`src/hw/lin_ext_defines.svh`:
```
// register offsets, bit positions, counts and constants of the lin serial extensions
// assumes a 32-bit axi4-lite slave with byte addresses of 8 bits
`ifndef LIN_EXT_DEFINES_SVH
`define LIN_EXT_DEFINES_SVH

// ****************************************
// register map
// ****************************************
`define OFS_BAUD_CTRL    8'h00
`define OFS_TX_CTRL      8'h04
`define OFS_DIV_LOW      8'h08
`define OFS_DIV_HIGH     8'h0C
`define OFS_RX_DATA      8'h10
`define OFS_TX_DATA      8'h14
`define OFS_FLAGS        8'h18

// ****************************************
// field positions
// ****************************************
`define BC_CALIB         0
`define BC_WAKE          1
`define BC_WIDE          3
`define BC_IDLE          6
`define BC_OVF           7
`define TC_EMPTY         1
`define TC_FAST          2
`define TC_BREAK         3
`define TC_SYNC          4
`define TC_TXON          5
`define FL_RX            0
`define FL_TX            1

// ****************************************
// counts and constants
// ****************************************
`define BASE_TC_SLOW     6'h3F
`define BASE_TC_MID      6'h0F
`define BASE_TC_FAST     6'h03
`define CAL_PRESCALE_TC  3'h7
`define CAL_LAST_EDGE    3'h4
`define CAL_START_CNT    16'h0001
`define DIV_MAX          16'hFFFF
`define NORMAL_BITS      4'hA
`define BREAK_BITS       4'hE
`define TX_IDLE_FILL     5'h1F
`define TX_BREAK_FRAME   14'h2000
`define RESP_OKAY        2'h0
`define RESP_SLVERR      2'h2

`endif

```
`src/hw/lin_ext_pkg.sv`:
```
// types of the lin serial extensions: state machine codes and the module state
// assumes lin_ext_defines.svh for all numeric constants
package lin_ext_pkg;

    typedef enum logic [3:0] {
        AB_IDLE  = 4'b0001,
        AB_START = 4'b0010,
        AB_RISE1 = 4'b0100,
        AB_COUNT = 4'b1000
    } cal_state_t;

    typedef enum logic [1:0] {
        TX_IDLE  = 2'b01,
        TX_SHIFT = 2'b10
    } tx_state_t;

    typedef struct packed {
        logic        awready, wready, bvalid, arready, rvalid;
        logic [1:0]  bresp, rresp;
        logic [31:0] rdata;
        logic        aw_got, w_got;
        logic [7:0]  aw_addr;
        logic [31:0] w_data;
        logic [3:0]  w_strb;
        logic        rx_meta, rx_sync, rx_prev;
        logic        autobaud_enable, autobaud_overflow, wake_on_break_enable;
        logic        wide_divider_sel, high_speed_sel, send_break, tx_enable, sync_mode;
        logic        rx_int_flag;
        logic [15:0] baud_div;
        cal_state_t  cal;
        logic [2:0]  cal_edges;
        logic [5:0]  base_cnt;
        logic [2:0]  cal_pre;
        tx_state_t   tx;
        logic        tx_buf_valid, tx_buf_break, break_active;
        logic [7:0]  tx_buf;
        logic [13:0] tx_shreg;
        logic [3:0]  tx_bits;
        logic [15:0] tx_baud_cnt;
        logic        tx_pin, tx_int_flag, tx_shift_empty;
    } state_t;

endpackage

```
`src/hw/lin_ext.sv`:
```
// lin serial extensions: auto-baud, overflow, wake on break, break transmit
// assumes aclk is the oscillator and software reaches the registers over axi4-lite
`include "lin_ext_defines.svh"

module lin_ext
    import lin_ext_pkg::*;
(
    input  wire logic        aclk,
    input  wire logic        aresetn,
    input  wire logic [7:0]  s_axi_awaddr,
    input  wire logic        s_axi_awvalid,
    output logic             s_axi_awready,
    input  wire logic [31:0] s_axi_wdata,
    input  wire logic [3:0]  s_axi_wstrb,
    input  wire logic        s_axi_wvalid,
    output logic             s_axi_wready,
    output logic [1:0]       s_axi_bresp,
    output logic             s_axi_bvalid,
    input  wire logic        s_axi_bready,
    input  wire logic [7:0]  s_axi_araddr,
    input  wire logic        s_axi_arvalid,
    output logic             s_axi_arready,
    output logic [31:0]      s_axi_rdata,
    output logic [1:0]       s_axi_rresp,
    output logic             s_axi_rvalid,
    input  wire logic        s_axi_rready,
    input  wire logic        rx_pin,
    output logic             tx_pin,
    output logic             rx_int_flag,
    output logic             tx_int_flag
);

    state_t      st;
    state_t      next_st;
    logic        rise;
    logic        fall;
    logic        base_tick;
    logic        cal_tick;
    logic        bit_end;
    logic [5:0]  base_tc;
    logic [15:0] tx_div;
    logic [31:0] rd_word;
    logic        rd_hit;
    logic [7:0]  wbyte;

    // ****************************************
    // register read mux
    // ****************************************
    always_comb begin
        rd_word = 32'h0000_0000;
        rd_hit  = 1'b1;
        case (s_axi_araddr)
            `OFS_BAUD_CTRL: begin
                rd_word[`BC_CALIB] = st.autobaud_enable;
                rd_word[`BC_WAKE]  = st.wake_on_break_enable;
                rd_word[`BC_WIDE]  = st.wide_divider_sel;
                rd_word[`BC_IDLE]  = (st.cal == AB_IDLE) || (st.cal == AB_START);
                rd_word[`BC_OVF]   = st.autobaud_overflow;
            end
            `OFS_TX_CTRL: begin
                rd_word[`TC_EMPTY] = st.tx_shift_empty;
                rd_word[`TC_FAST]  = st.high_speed_sel;
                rd_word[`TC_BREAK] = st.send_break;
                rd_word[`TC_SYNC]  = st.sync_mode;
                rd_word[`TC_TXON]  = st.tx_enable;
            end
            `OFS_DIV_LOW:  rd_word[7:0] = st.baud_div[7:0];
            `OFS_DIV_HIGH: rd_word[7:0] = st.baud_div[15:8];
            // received characters are handled outside; reads return zero
            `OFS_RX_DATA:  rd_word = 32'h0000_0000;
            `OFS_TX_DATA:  rd_word = 32'h0000_0000;
            `OFS_FLAGS: begin
                rd_word[`FL_RX] = st.rx_int_flag;
                rd_word[`FL_TX] = st.tx_int_flag;
            end
            default: rd_hit = 1'b0;
        endcase
    end

    // ****************************************
    // timing helpers
    // ****************************************
    always_comb begin
        rise = st.rx_sync && !st.rx_prev;
        fall = !st.rx_sync && st.rx_prev;
        case ({st.wide_divider_sel, st.high_speed_sel})
            2'b00:   base_tc = `BASE_TC_SLOW;
            2'b11:   base_tc = `BASE_TC_FAST;
            default: base_tc = `BASE_TC_MID;
        endcase
        base_tick = (st.base_cnt >= base_tc);
        cal_tick  = base_tick && (st.cal_pre == `CAL_PRESCALE_TC);
        tx_div    = st.wide_divider_sel ? st.baud_div : {8'h00, st.baud_div[7:0]};
        bit_end   = base_tick && (st.tx_baud_cnt >= tx_div);
        wbyte     = st.w_data[7:0];
    end

    // ****************************************
    // next state
    // ****************************************
    always_comb begin
        next_st = st;
        // only the second and third stages feed edge detection
        next_st.rx_meta  = rx_pin;
        next_st.rx_sync  = st.rx_meta;
        next_st.rx_prev  = st.rx_sync;
        next_st.base_cnt = base_tick ? 6'h00 : st.base_cnt + 6'h01;
        if (base_tick) begin
            next_st.cal_pre = st.cal_pre + 3'h1;
        end

        // bus: address and data may arrive in either order
        if (s_axi_awvalid && st.awready) begin
            next_st.aw_got  = 1'b1;
            next_st.aw_addr = s_axi_awaddr;
        end
        if (s_axi_wvalid && st.wready) begin
            next_st.w_got  = 1'b1;
            next_st.w_data = s_axi_wdata;
            next_st.w_strb = s_axi_wstrb;
        end
        if (st.bvalid && s_axi_bready) begin
            next_st.bvalid = 1'b0;
        end
        if (st.aw_got && st.w_got && !st.bvalid) begin
            next_st.aw_got = 1'b0;
            next_st.w_got  = 1'b0;
            next_st.bvalid = 1'b1;
            next_st.bresp  = `RESP_OKAY;
            case (st.aw_addr)
                `OFS_BAUD_CTRL: if (st.w_strb[0]) begin
                    next_st.autobaud_enable      = wbyte[`BC_CALIB];
                    next_st.wake_on_break_enable = wbyte[`BC_WAKE];
                    next_st.wide_divider_sel     = wbyte[`BC_WIDE];
                    // overflow clears only with calibration stopped
                    if (!wbyte[`BC_OVF] && !st.autobaud_enable) begin
                        next_st.autobaud_overflow = 1'b0;
                    end
                end
                `OFS_TX_CTRL: if (st.w_strb[0]) begin
                    next_st.high_speed_sel = wbyte[`TC_FAST];
                    next_st.send_break     = wbyte[`TC_BREAK];
                    next_st.sync_mode      = wbyte[`TC_SYNC];
                    next_st.tx_enable      = wbyte[`TC_TXON];
                end
                `OFS_DIV_LOW:  if (st.w_strb[0]) next_st.baud_div[7:0]  = wbyte;
                `OFS_DIV_HIGH: if (st.w_strb[0]) next_st.baud_div[15:8] = wbyte;
                `OFS_TX_DATA: begin
                    // a write into a full buffer is dropped
                    if (st.w_strb[0] && st.tx_enable && !st.tx_buf_valid) begin
                        next_st.tx_buf_valid = 1'b1;
                        next_st.tx_buf       = wbyte;
                        next_st.tx_buf_break = st.send_break && !st.break_active;
                    end
                end
                `OFS_RX_DATA, `OFS_FLAGS: begin
                end
                default: next_st.bresp = `RESP_SLVERR;
            endcase
        end
        if (st.rvalid && s_axi_rready) begin
            next_st.rvalid = 1'b0;
        end
        if (s_axi_arvalid && st.arready) begin
            next_st.rvalid = 1'b1;
            next_st.rdata  = rd_word;
            next_st.rresp  = rd_hit ? `RESP_OKAY : `RESP_SLVERR;
            if (s_axi_araddr == `OFS_RX_DATA) begin
                next_st.rx_int_flag = 1'b0;
            end
        end

        // auto-baud: hardware sets below override the bus clears above
        if (!st.autobaud_enable || st.sync_mode) begin
            next_st.cal = AB_IDLE;
        end else begin
            case (st.cal)
                AB_IDLE: begin
                    // start sequence, wait out the break first
                    if (!st.wake_on_break_enable) begin
                        next_st.cal = AB_START;
                    end
                end
                AB_START: begin
                    if (fall) begin
                        next_st.cal = AB_RISE1;
                    end
                end
                AB_RISE1: begin
                    // first rise after start, count from one
                    if (rise) begin
                        next_st.cal       = AB_COUNT;
                        next_st.baud_div  = `CAL_START_CNT;
                        next_st.cal_edges = 3'h1;
                        next_st.cal_pre   = 3'h0;
                        next_st.base_cnt  = 6'h00;
                    end
                end
                AB_COUNT: begin
                    // full 16-bit count regardless of width select
                    if (cal_tick) begin
                        next_st.baud_div = st.baud_div + 16'h0001;
                        if (st.baud_div == `DIV_MAX) begin
                            next_st.autobaud_overflow = 1'b1;
                        end
                    end
                    if (rise) begin
                        next_st.cal_edges = st.cal_edges + 3'h1;
                        // fifth rise ends it; also after overflow
                        if (st.cal_edges == `CAL_LAST_EDGE) begin
                            next_st.cal             = AB_IDLE;
                            next_st.autobaud_enable = 1'b0;
                            next_st.rx_int_flag     = 1'b1;
                        end
                    end
                end
                default: next_st.cal = AB_IDLE;
            endcase
        end

        if (st.wake_on_break_enable && !st.sync_mode) begin
            // wake flag, any start bit counts as the event
            if (fall) begin
                next_st.rx_int_flag = 1'b1;
            end
            if (rise) begin
                next_st.wake_on_break_enable = 1'b0;
            end
        end

        // ****************************************
        // transmitter
        // ****************************************
        next_st.tx_baud_cnt = bit_end ? 16'h0000
                            : (base_tick ? st.tx_baud_cnt + 16'h0001 : st.tx_baud_cnt);
        case (st.tx)
            TX_IDLE: begin
                next_st.tx_baud_cnt = 16'h0000;
                // start on a base tick: a free-running tick phase would cut the first bit short
                if (st.tx_buf_valid && st.tx_enable && base_tick) begin
                    next_st.tx           = TX_SHIFT;
                    next_st.tx_buf_valid = 1'b0;
                    next_st.break_active = st.tx_buf_break;
                    if (st.tx_buf_break) begin
                        next_st.tx_shreg = `TX_BREAK_FRAME;
                        next_st.tx_bits  = `BREAK_BITS;
                    end else begin
                        next_st.tx_shreg = {`TX_IDLE_FILL, st.tx_buf, 1'b0};
                        next_st.tx_bits  = `NORMAL_BITS;
                    end
                end
            end
            TX_SHIFT: begin
                if (bit_end) begin
                    next_st.tx_shreg = {1'b1, st.tx_shreg[13:1]};
                    next_st.tx_bits  = st.tx_bits - 4'h1;
                    if (st.tx_bits == 4'h1) begin
                        next_st.tx           = TX_IDLE;
                        next_st.break_active = 1'b0;
                        if (st.break_active) begin
                            next_st.send_break = 1'b0;
                        end
                    end
                end
            end
            default: next_st.tx = TX_IDLE;
        endcase
        next_st.tx_pin = (next_st.tx == TX_SHIFT) ? next_st.tx_shreg[0] : 1'b1;
        next_st.tx_shift_empty = (next_st.tx == TX_IDLE);
        next_st.tx_int_flag    = !next_st.tx_buf_valid;

        next_st.awready = !next_st.aw_got && !next_st.bvalid;
        next_st.wready  = !next_st.w_got && !next_st.bvalid;
        next_st.arready = !next_st.rvalid;
    end

    // ****************************************
    // state register
    // ****************************************
    always_ff @(posedge aclk) begin
        if (!aresetn) begin
            st                <= '0;
            st.cal            <= AB_IDLE;
            st.tx             <= TX_IDLE;
            st.rx_meta        <= 1'b1;
            st.rx_sync        <= 1'b1;
            st.rx_prev        <= 1'b1;
            st.tx_pin         <= 1'b1;
            st.tx_int_flag    <= 1'b1;
            st.tx_shift_empty <= 1'b1;
        end else begin
            st <= next_st;
        end
    end

    assign s_axi_awready = st.awready;
    assign s_axi_wready  = st.wready;
    assign s_axi_bvalid  = st.bvalid;
    assign s_axi_bresp   = st.bresp;
    assign s_axi_arready = st.arready;
    assign s_axi_rvalid  = st.rvalid;
    assign s_axi_rdata   = st.rdata;
    assign s_axi_rresp   = st.rresp;
    assign tx_pin        = st.tx_pin;
    assign rx_int_flag   = st.rx_int_flag;
    assign tx_int_flag   = st.tx_int_flag;

endmodule

```
`config.mk`:
```
export PLATFORM = sky130hd
export DESIGN_NAME = lin_ext
export DESIGN_NICKNAME = d
export VERILOG_FILES = /design/src/hw/lin_ext_pkg.sv /design/src/hw/lin_ext.sv
export VERILOG_INCLUDE_DIRS = /design/src /design/src/hw
export SDC_FILE = /design/constraint.sdc
export NUM_CORES = 1
export LEC_CHECK = 0
export ABC_CLOCK_PERIOD_IN_PS = 2500
export BUFFER_PORTS_ARGS = -buffer_cell sky130_fd_sc_hd__buf_2
export CORE_AREA = 3 3 135 151
export DETAILED_ROUTE_END_ITERATION = 12
export DIE_AREA = 0 0 138 154
export PLACE_DENSITY = 0.64
export SYNTH_ARGS = -nofsm -noshare
export SYNTH_HDL_FRONTEND = slang
export SYNTH_SLANG_ARGS = --single-unit
```
`constraint.sdc`:
```
create_clock -name aclk -period 2.5 [get_ports aclk]
set_clock_uncertainty 0.05 [all_clocks]
set_input_delay 0.25 -clock aclk [delete_from_list [all_inputs] [get_ports aclk]]
set_output_delay 0.25 -clock aclk [all_outputs]
set_load 0.01 [all_outputs]
```
==> metrics.txt, run 1 <==
# TYPE chip_impl_metric gauge
chip_impl_info{name="ys.flop_type",value="sky130_fd_sc_hd__dfxtp_1"} 1
chip_impl_info{name="crit_path_start",value="st[87]"} 1
chip_impl_metric{name="synth.yosys.warnings",unit=""} 0
chip_impl_metric{name="globalRouteMet1Util",unit="%"} 19.2
chip_impl_info{name="worst_r2r_startpoint",value="st[87]"} 1
chip_impl_metric{name="synthMuxAreaShare",unit="%"} 5.08
chip_impl_metric{name="max_freq",unit="GHz"} 0.408
chip_impl_metric{name="final.fill_count",unit=""} 1882
chip_impl_metric{name="worst_r2r_path_depth",unit=""} 11
chip_impl_metric{name="seqCellArea",unit="µm²"} 2570
chip_impl_metric{name="power.combinational.fraction",unit="%"} 3.9
chip_impl_metric{name="share_seq_of_total_power",unit="%"} 44.4
chip_impl_metric{name="compound_cell_area_share_of_the_yosys_netlist",unit="%"} 15.3
chip_impl_info{name="type_of_the_worst_setup_path",value="reg -> reg"} 1
chip_impl_info{name="r2r-end",value="st[21]"} 1
chip_impl_info{name="status",value="finished, final reports clean"} 1
chip_impl_metric{name="synth_enable_flop_cells",unit=""} 0
chip_impl_metric{name="ant_nets",unit=""} 0
chip_impl_metric{name="worst_endpoint_data_arrival_time",unit="ps"} 2730
chip_impl_metric{name="placement.cell_area",unit="µm²"} 7260
chip_impl_metric{name="pin_count",unit=""} 104
chip_impl_metric{name="data_required_time_of_the_critical_path",unit="ps"} 2780
chip_impl_metric{name="power.share.clock",unit="%"} 51.7
chip_impl_metric{name="drc_errors",unit=""} 0
chip_impl_metric{name="worstMarginPinSlew",unit="ps"} 716
chip_impl_metric{name="internal-power",unit="mW"} 3.70
chip_impl_metric{name="routed_wire_length_per_instance",unit="µm"} 14.4
chip_impl_metric{name="leakage_power_total",unit="nW"} 3.17
chip_impl_metric{name="setup_viol",unit=""} 0
chip_impl_metric{name="die_footprint",unit="µm²"} 21300
chip_impl_metric{name="fin_cells",unit=""} 1134
chip_impl_metric{name="gp_congestion",unit=""} 0.864
chip_impl_metric{name="ff2ff_setup_slack",unit="ps"} 50
chip_impl_metric{name="final-hold-violation-count",unit=""} 0
chip_impl_metric{name="vdd.ir_drop.worst",unit="mV"} 0.442
chip_impl_metric{name="detail_route.iter0.violations",unit=""} 430
chip_impl_metric{name="initial_utilization",unit="%"} 34.8
chip_impl_metric{name="insertedDiodeCount",unit=""} 0
chip_impl_metric{name="route.detailed.vias_per_inst",unit=""} 5.04
chip_impl_info{name="endpoint_kind",value="register"} 1
chip_impl_metric{name="die-height",unit="µm"} 154
chip_impl_metric{name="crit_fanout",unit=""} 7
chip_impl_metric{name="floorplan.rows",unit=""} 53
chip_impl_metric{name="grt_antenna_before_repair",unit=""} 0
chip_impl_metric{name="synthesized_area_fraction_occupied_by_xor_and_xnor_cells",unit="%"} 4.91
chip_impl_metric{name="detailed_place_hpwl",unit="mm"} 12.0
chip_impl_metric{name="global_route.overflow_total",unit=""} 0
chip_impl_metric{name="post_synth_fa_ha_maj_area_fraction",unit="%"} 5.87
chip_impl_metric{name="multi_input_combinational_cell_area",unit="µm²"} 3850
chip_impl_metric{name="tritoncts.num_buffers",unit=""} 17
chip_impl_info{name="synth.largest_area_cell",value="sky130_fd_sc_hd__dfxtp_1"} 1
chip_impl_metric{name="clkSlewWorstSetupHoldPaths",unit="ps"} 50
chip_impl_metric{name="cell_count_after_synthesis",unit=""} 794
chip_impl_metric{name="tritoncts_num_sinks",unit=""} 128
chip_impl_metric{name="power_per_cell_area",unit="nW/µm²"} 580
chip_impl_info{name="setup.worst_path.end",value="st[21]"} 1
chip_impl_info{name="yosys-top-cells-area",value="sky130_fd_sc_hd__dfxtp_1, sky130_fd_sc_hd__nand2_1, sky130_fd_sc_hd__ha_1"} 1
chip_impl_info{name="rsz0062_at_grt",value="yes"} 1
chip_impl_metric{name="gr-usage-met3",unit="%"} 3.30
chip_impl_metric{name="netlist_area",unit="µm²"} 6610
chip_impl_metric{name="min_period_over_period",unit="%"} 97.9
chip_impl_metric{name="number_of_pins_exceeding_their_max_slew_limit_in_the_final_report",unit=""} 0
chip_impl_metric{name="synth-seq-cells",unit=""} 128
chip_impl_info{name="worstSetupStartpointType",value="register"} 1
chip_impl_info{name="yosysMostFrequentCell",value="sky130_fd_sc_hd__dfxtp_1"} 1
chip_impl_metric{name="dieWidth",unit="µm"} 138
chip_impl_metric{name="grt_max_degree",unit=""} 66
chip_impl_metric{name="netlist-cell-type-count",unit=""} 59
chip_impl_info{name="tritoncts",value="yes"} 1
chip_impl_info{name="netlist_top_cells_count",value="sky130_fd_sc_hd__dfxtp_1, sky130_fd_sc_hd__nand2_1, sky130_fd_sc_hd__nor2_1"} 1
chip_impl_info{name="min-delay-path-class",value="in -> reg"} 1
chip_impl_info{name="cts-root-buf",value="sky130_fd_sc_hd__clkbuf_16"} 1
chip_impl_metric{name="place.port_buffers",unit=""} 50
chip_impl_metric{name="grt.met2_usage",unit="%"} 25.2
chip_impl_info{name="top_usage_layer_grt",value="met2"} 1
chip_impl_metric{name="layout-drive-gt1-share",unit="%"} 19.8
chip_impl_metric{name="wire_length_of_the_first_global_routing_pass",unit="mm"} 26.8
chip_impl_metric{name="grt_pass1_vias",unit=""} 5405
chip_impl_metric{name="design_area",unit="µm²"} 8160
chip_impl_metric{name="htree_num_levels",unit=""} 4
chip_impl_metric{name="synth_seq_area_share",unit="%"} 38.8
chip_impl_metric{name="area.growth.synth_to_final",unit="%"} 23.5
chip_impl_metric{name="placed_cells_incl_taps",unit=""} 1096
chip_impl_metric{name="post-route-min-period",unit="ps"} 2450
chip_impl_metric{name="synth_simple_gate_area_share",unit="%"} 22.1
chip_impl_metric{name="power_switching_share",unit="%"} 21.8
chip_impl_metric{name="synthArstFlopShare",unit="%"} 0
chip_impl_metric{name="nets",unit=""} 966
chip_impl_metric{name="placeableCoreArea",unit="µm²"} 19000
chip_impl_metric{name="synth.avg_cell_area",unit="µm²"} 8.32
chip_impl_metric{name="post-synth-top-area-fraction",unit="%"} 38.8
chip_impl_metric{name="maxCapViolations",unit=""} 0
chip_impl_metric{name="drt-total-wl",unit="mm"} 16.4
chip_impl_metric{name="gr-usage-all-layers",unit="%"} 15.3
chip_impl_metric{name="netSwitchingPower",unit="mW"} 1.03
chip_impl_metric{name="postLayoutCoreUtil",unit="%"} 43.0
chip_impl_metric{name="detailedRoute.firstPassIterationCount",unit=""} 5
chip_impl_metric{name="timing.slew.headroom",unit="%"} 52.3
chip_impl_metric{name="via_count",unit=""} 5720
chip_impl_metric{name="insertion_delay",unit="ps"} 420
chip_impl_metric{name="cts_buffer_depth",unit=""} 2
chip_impl_info{name="main_combinational_cell_family_by_area_after_synthesis",value="simple AND/OR/NAND/NOR gates"} 1
-- through the flow --
stage	TNS, ps	power [mW]	worst slack (ps)	hold slack [ps]
6_report	0	4.73	51.8	16.9
2_1_floorplan	0	2.28	19.4	301
4_1_cts	0	4.78	1.98	1.01
5_1_grt	-432	4.90	-65.3	13.8
3_3_place_gp	-1590	2.32	-118	345
3_5_place_dp	-2730	2.33	-173	357
-- critical path, stage by stage, from the launching register on --
cell,delay (ps)
sky130_fd_sc_hd__dfxtp_4,380
sky130_fd_sc_hd__buf_6,120
sky130_fd_sc_hd__nand2_1,90
sky130_fd_sc_hd__ha_1,310
sky130_fd_sc_hd__nand2_2,80
sky130_fd_sc_hd__nor3_4,180
sky130_fd_sc_hd__o311ai_2,140
sky130_fd_sc_hd__buf_4,170
sky130_fd_sc_hd__a311oi_4,390
sky130_fd_sc_hd__buf_6,180
sky130_fd_sc_hd__a32oi_1,90
sky130_fd_sc_hd__o221ai_1,190
-- worst min path at each step --
| stage | start | end | slack, ps | depth (start not counted) |
|---|---|---|---|---|
| 2_1_floorplan | rx_pin | next_st[92] | 300 | 1 |
| 3_5_place_dp | next_st[92] | next_st[91] | 360 | 1 |
| 4_1_cts | s_axi_wdata[2] | st[100] | 1 | 3 |
| 5_1_grt | s_axi_awaddr[2] | st[132] | 10 | 3 |
| 3_3_place_gp | next_st[92] | next_st[91] | 350 | 1 |
| 6_report | s_axi_wdata[2] | st[100] | 20 | 3 |
-- layout by cell type, fill, tap and decap left out, types with 16 or more instances in the layout --
| cell type | n |
|---|---|
| sky130_fd_sc_hd__ha_1 | 26 |
| sky130_fd_sc_hd__clkbuf_16 | 17 |
| sky130_fd_sc_hd__conb_1 | 26 |
| sky130_fd_sc_hd__buf_2 | 50 |
| sky130_fd_sc_hd__nand3_1 | 16 |
| sky130_fd_sc_hd__nand2_1 | 113 |
| sky130_fd_sc_hd__inv_1 | 25 |
| sky130_fd_sc_hd__a21oi_1 | 59 |
| sky130_fd_sc_hd__mux2i_1 | 29 |
| sky130_fd_sc_hd__xnor2_1 | 18 |
| sky130_fd_sc_hd__dfxtp_1 | 126 |
| sky130_fd_sc_hd__nor2_1 | 80 |
| sky130_fd_sc_hd__buf_4 | 46 |
| sky130_fd_sc_hd__o21ai_0 | 16 |
| sky130_fd_sc_hd__xor2_1 | 19 |
-- per-layer routing --
metal | wire length, µm | part of all wire [%]
met4 | 463 | 2.8
met2 | 7980 | 49
met5 | 0 | 0
met1 | 7330 | 45
met3 | 605 | 3.7
-- flip-flops by register name, summed over array words and instances (netlist names) --
register	count
next_st	2
s_axi_arready	1
tx_int_flag	1
s_axi_bresp	1
tx_pin	1
s_axi_rdata	8
s_axi_wready	1
s_axi_rvalid	1
rx_int_flag	1
s_axi_rresp	1
s_axi_bvalid	1
st	108
s_axi_awready	1
-- power groups by stage --
stage                     logic (mW)  registers (mW)  clock network (mW)
after floorplan                0.147            2.14                   0
after global placement         0.177            2.15                   0
after detailed placement       0.179            2.15                   0
after CTS                      0.184            2.10                2.50
after global routing           0.207            2.11                2.59
final                          0.186            2.10                2.45
-- cell families after synthesis --
group | count (synthesis)
buf+inv | 97
compound gates | 159
flops | 128
fa+ha+maj | 31
simple gates | 310
other cells | 1
mux | 31
xor+xnor | 37
-- repair_timing --
| item | in CTS | in global routing |
|---|---|---|
| endpoints found under the setup margin | 33 | 51 |
| resized for setup | 7 | 44 |
| hold buffers | 4 | 0 |
| pin swaps | 1 | 14 |
| gates cloned | 0 | 1 |
| buffers inserted | 0 | 2 |
| endpoints found under the hold margin | 4 | 0 |
-- cell type report --
class	count	area share (%)
Multi-Input combinational cell	594	47.2
Sequential cell	128	31.5
Timing Repair Buffer	108	9.11
Clock buffer	23	5.98
Tap cell	247	3.79
Clock inverter	8	1.29
Inverter	26	1.20
No activity file was read; power rests on OpenSTA's default activity.
==> run 2, diff against run 1 <==
--- a/config.mk
+++ b/config.mk
@@ -11,7 +11,7 @@
 export CORE_AREA = 3 3 135 151
 export DETAILED_ROUTE_END_ITERATION = 12
 export DIE_AREA = 0 0 138 154
-export PLACE_DENSITY = 0.64
+export PLACE_DENSITY = 0.66
 export SYNTH_ARGS = -nofsm -noshare
 export SYNTH_HDL_FRONTEND = slang
 export SYNTH_SLANG_ARGS = --single-unit
==> metrics.txt, run 2 (same netlist as run 1, synthesis figures left out) <==
# TYPE chip_impl_metric gauge
chip_impl_info{name="status",value="finished, final reports clean"} 1
chip_impl_metric{name="route.detailed.vias_per_inst",unit=""} 5.06
chip_impl_metric{name="nets",unit=""} 962
chip_impl_metric{name="tritoncts.num_buffers",unit=""} 17
chip_impl_info{name="max_flop_register",value="st"} 1
chip_impl_metric{name="routed_wire_length_per_instance",unit="µm"} 15.1
chip_impl_metric{name="cts_buffer_depth",unit=""} 2
chip_impl_metric{name="insertedDiodeCount",unit=""} 0
chip_impl_info{name="cts-root-buf",value="sky130_fd_sc_hd__clkbuf_16"} 1
chip_impl_metric{name="final-hold-violation-count",unit=""} 0
chip_impl_metric{name="drt-total-wl",unit="mm"} 17.0
chip_impl_metric{name="dpl_worst_slack",unit="ps"} -174
chip_impl_metric{name="insertion_delay",unit="ps"} 420
chip_impl_metric{name="holdWs",unit="ps"} 18.2
chip_impl_metric{name="power_per_cell_area",unit="nW/µm²"} 572
chip_impl_metric{name="wire_length_of_the_first_global_routing_pass",unit="mm"} 27.1
chip_impl_metric{name="initial_utilization",unit="%"} 34.8
chip_impl_info{name="rsz0062_at_grt",value="yes"} 1
chip_impl_metric{name="grt_max_degree",unit=""} 68
chip_impl_metric{name="via_count",unit=""} 5722
chip_impl_metric{name="min_period_over_period",unit="%"} 99.0
chip_impl_metric{name="setup_viol",unit=""} 0
chip_impl_metric{name="detail_route.iter0.violations",unit=""} 304
chip_impl_info{name="tritoncts",value="yes"} 1
chip_impl_metric{name="grt_pass1_vias",unit=""} 5412
chip_impl_metric{name="grt_antenna_before_repair",unit=""} 0
chip_impl_metric{name="layout-drive-gt1-share",unit="%"} 20.8
chip_impl_metric{name="final.fill_count",unit=""} 1867
chip_impl_metric{name="dieWidth",unit="µm"} 138
chip_impl_metric{name="max_freq",unit="GHz"} 0.404
chip_impl_metric{name="pin_count",unit=""} 104
chip_impl_metric{name="postLayoutSetupSlackWorst",unit="ps"} 25.3
chip_impl_metric{name="number_of_pins_exceeding_their_max_slew_limit_in_the_final_report",unit=""} 0
chip_impl_metric{name="p_total",unit="mW"} 4.67
chip_impl_info{name="layout.cells.most_common",value="sky130_fd_sc_hd__dfxtp_1"} 1
chip_impl_metric{name="gp_congestion",unit=""} 0.891
chip_impl_metric{name="htree_num_levels",unit=""} 4
chip_impl_metric{name="worst_endpoint_data_arrival_time",unit="ps"} 2760
chip_impl_metric{name="detailed_place_hpwl",unit="mm"} 12.1
chip_impl_metric{name="largest_reg_flops",unit=""} 108
chip_impl_info{name="endpoint_kind",value="register"} 1
chip_impl_metric{name="clkSlewWorstSetupHoldPaths",unit="ps"} 60
chip_impl_metric{name="leakage_power_total",unit="nW"} 3.13
chip_impl_metric{name="ant_nets",unit=""} 0
chip_impl_metric{name="tritoncts_num_sinks",unit=""} 128
chip_impl_metric{name="place.port_buffers",unit=""} 50
chip_impl_metric{name="die-height",unit="µm"} 154
chip_impl_info{name="worstSetupStartpointType",value="register"} 1
chip_impl_info{name="min-delay-path-class",value="in -> reg"} 1
chip_impl_info{name="type_of_the_worst_setup_path",value="reg -> reg"} 1
chip_impl_metric{name="maxCapViolations",unit=""} 0
chip_impl_metric{name="detailedRoute.firstPassIterationCount",unit=""} 6
chip_impl_metric{name="gr-usage-all-layers",unit="%"} 15.5
chip_impl_metric{name="area.growth.synth_to_final",unit="%"} 23.5
chip_impl_info{name="mostFrequentLayoutCells",value="sky130_fd_sc_hd__dfxtp_1, sky130_fd_sc_hd__nand2_1, sky130_fd_sc_hd__nor2_1"} 1
chip_impl_metric{name="data_required_time_of_the_critical_path",unit="ps"} 2790
chip_impl_metric{name="drc_errors",unit=""} 0
chip_impl_metric{name="vdd.ir_drop.worst",unit="mV"} 0.434
chip_impl_metric{name="global_route.overflow_total",unit=""} 0
chip_impl_metric{name="placeableCoreArea",unit="µm²"} 19000
chip_impl_metric{name="die_footprint",unit="µm²"} 21300
chip_impl_metric{name="floorplan.rows",unit=""} 53
chip_impl_metric{name="crit_fanout",unit=""} 6
chip_impl_metric{name="post-route-min-period",unit="ps"} 2470
==> run 2: cell count changes in the layout (fill, tap and decap cells not counted), moves of 3 or more <==
cell                       delta
sky130_fd_sc_hd__clkbuf_8     -4
sky130_fd_sc_hd__nand2_1      -3
sky130_fd_sc_hd__buf_6        +4
sky130_fd_sc_hd__buf_4        -7
sky130_fd_sc_hd__clkinv_2     +3
sky130_fd_sc_hd__o21ai_0      -4
sky130_fd_sc_hd__nand2_2      +4
sky130_fd_sc_hd__o21ai_1      +3
==> run 2: worst max-delay path, cell delays in order, from the launching register on <==
cell,delay [ps]
sky130_fd_sc_hd__dfxtp_1,430
sky130_fd_sc_hd__inv_1,130
sky130_fd_sc_hd__ha_1,310
sky130_fd_sc_hd__nand2_1,60
sky130_fd_sc_hd__o21ai_0,290
sky130_fd_sc_hd__a2bb2oi_2,160
sky130_fd_sc_hd__and3_4,180
sky130_fd_sc_hd__a2111o_1,460
sky130_fd_sc_hd__buf_6,150
sky130_fd_sc_hd__o221ai_1,170
==> run 2: final cells by class <==
type	instances	area (µm²)	area share, %
clock buffers	17	425	5.21
repair buffers	104	721	8.83
well taps	247	309	3.79
inverters	26	97.6	1.20
flip-flops and latches	128	2570	31.5
multi-input cells	594	3890	47.7
clock inverters	14	144	1.76
==> run 2: final timing paths <==
kind,start,to,slack [ps],cells after the start
worst min register to register,next_st[92],next_st[91],360,1
worst max-delay path,st[73],st[22],30,9
worst max register to register,st[73],st[22],30,9
worst min-delay path,s_axi_awaddr[1],st[131],20,3
==> run 2: repair_timing <==
action,4_1_cts,5_1_grt
pin swaps,0,21
resized for setup,7,63
cloned,0,2
hold buffers,2,0
setup buffers,0,3
setup endpoints to repair,43,51
endpoints found under the hold margin,2,0
==> run 2: per-layer routing <==
metal | track usage (%) | vias to the layer above | wire length (µm)
met5 | 0 | - | 0
met4 | 7.72 | 0 | 498
met3 | 3.64 | 30 | 755
met2 | 25.0 | 140 | 8170
met1 | 19.5 | 2685 | 7600
li1 | - | 2867 | -
==> run 2: power breakdown <==
group          leakage [nW]  switching (mW)  internal (mW)
logic                  1.83           0.119         0.0663
registers              1.04          0.0339           2.07
clock network         0.267           0.927           1.45
==> run 2: per-stage QoR <==
step	cell area (µm²)	cells	TNS (ps)	util, %
after floorplan	6710	819	0	-
after global placement	7230	1092	-1070	38.1
after detailed placement	7230	1092	-2140	38.1
after CTS	7850	1125	0	41.4
after global routing	8160	1130	-917	43.0
final	8160	1130	0	43.0
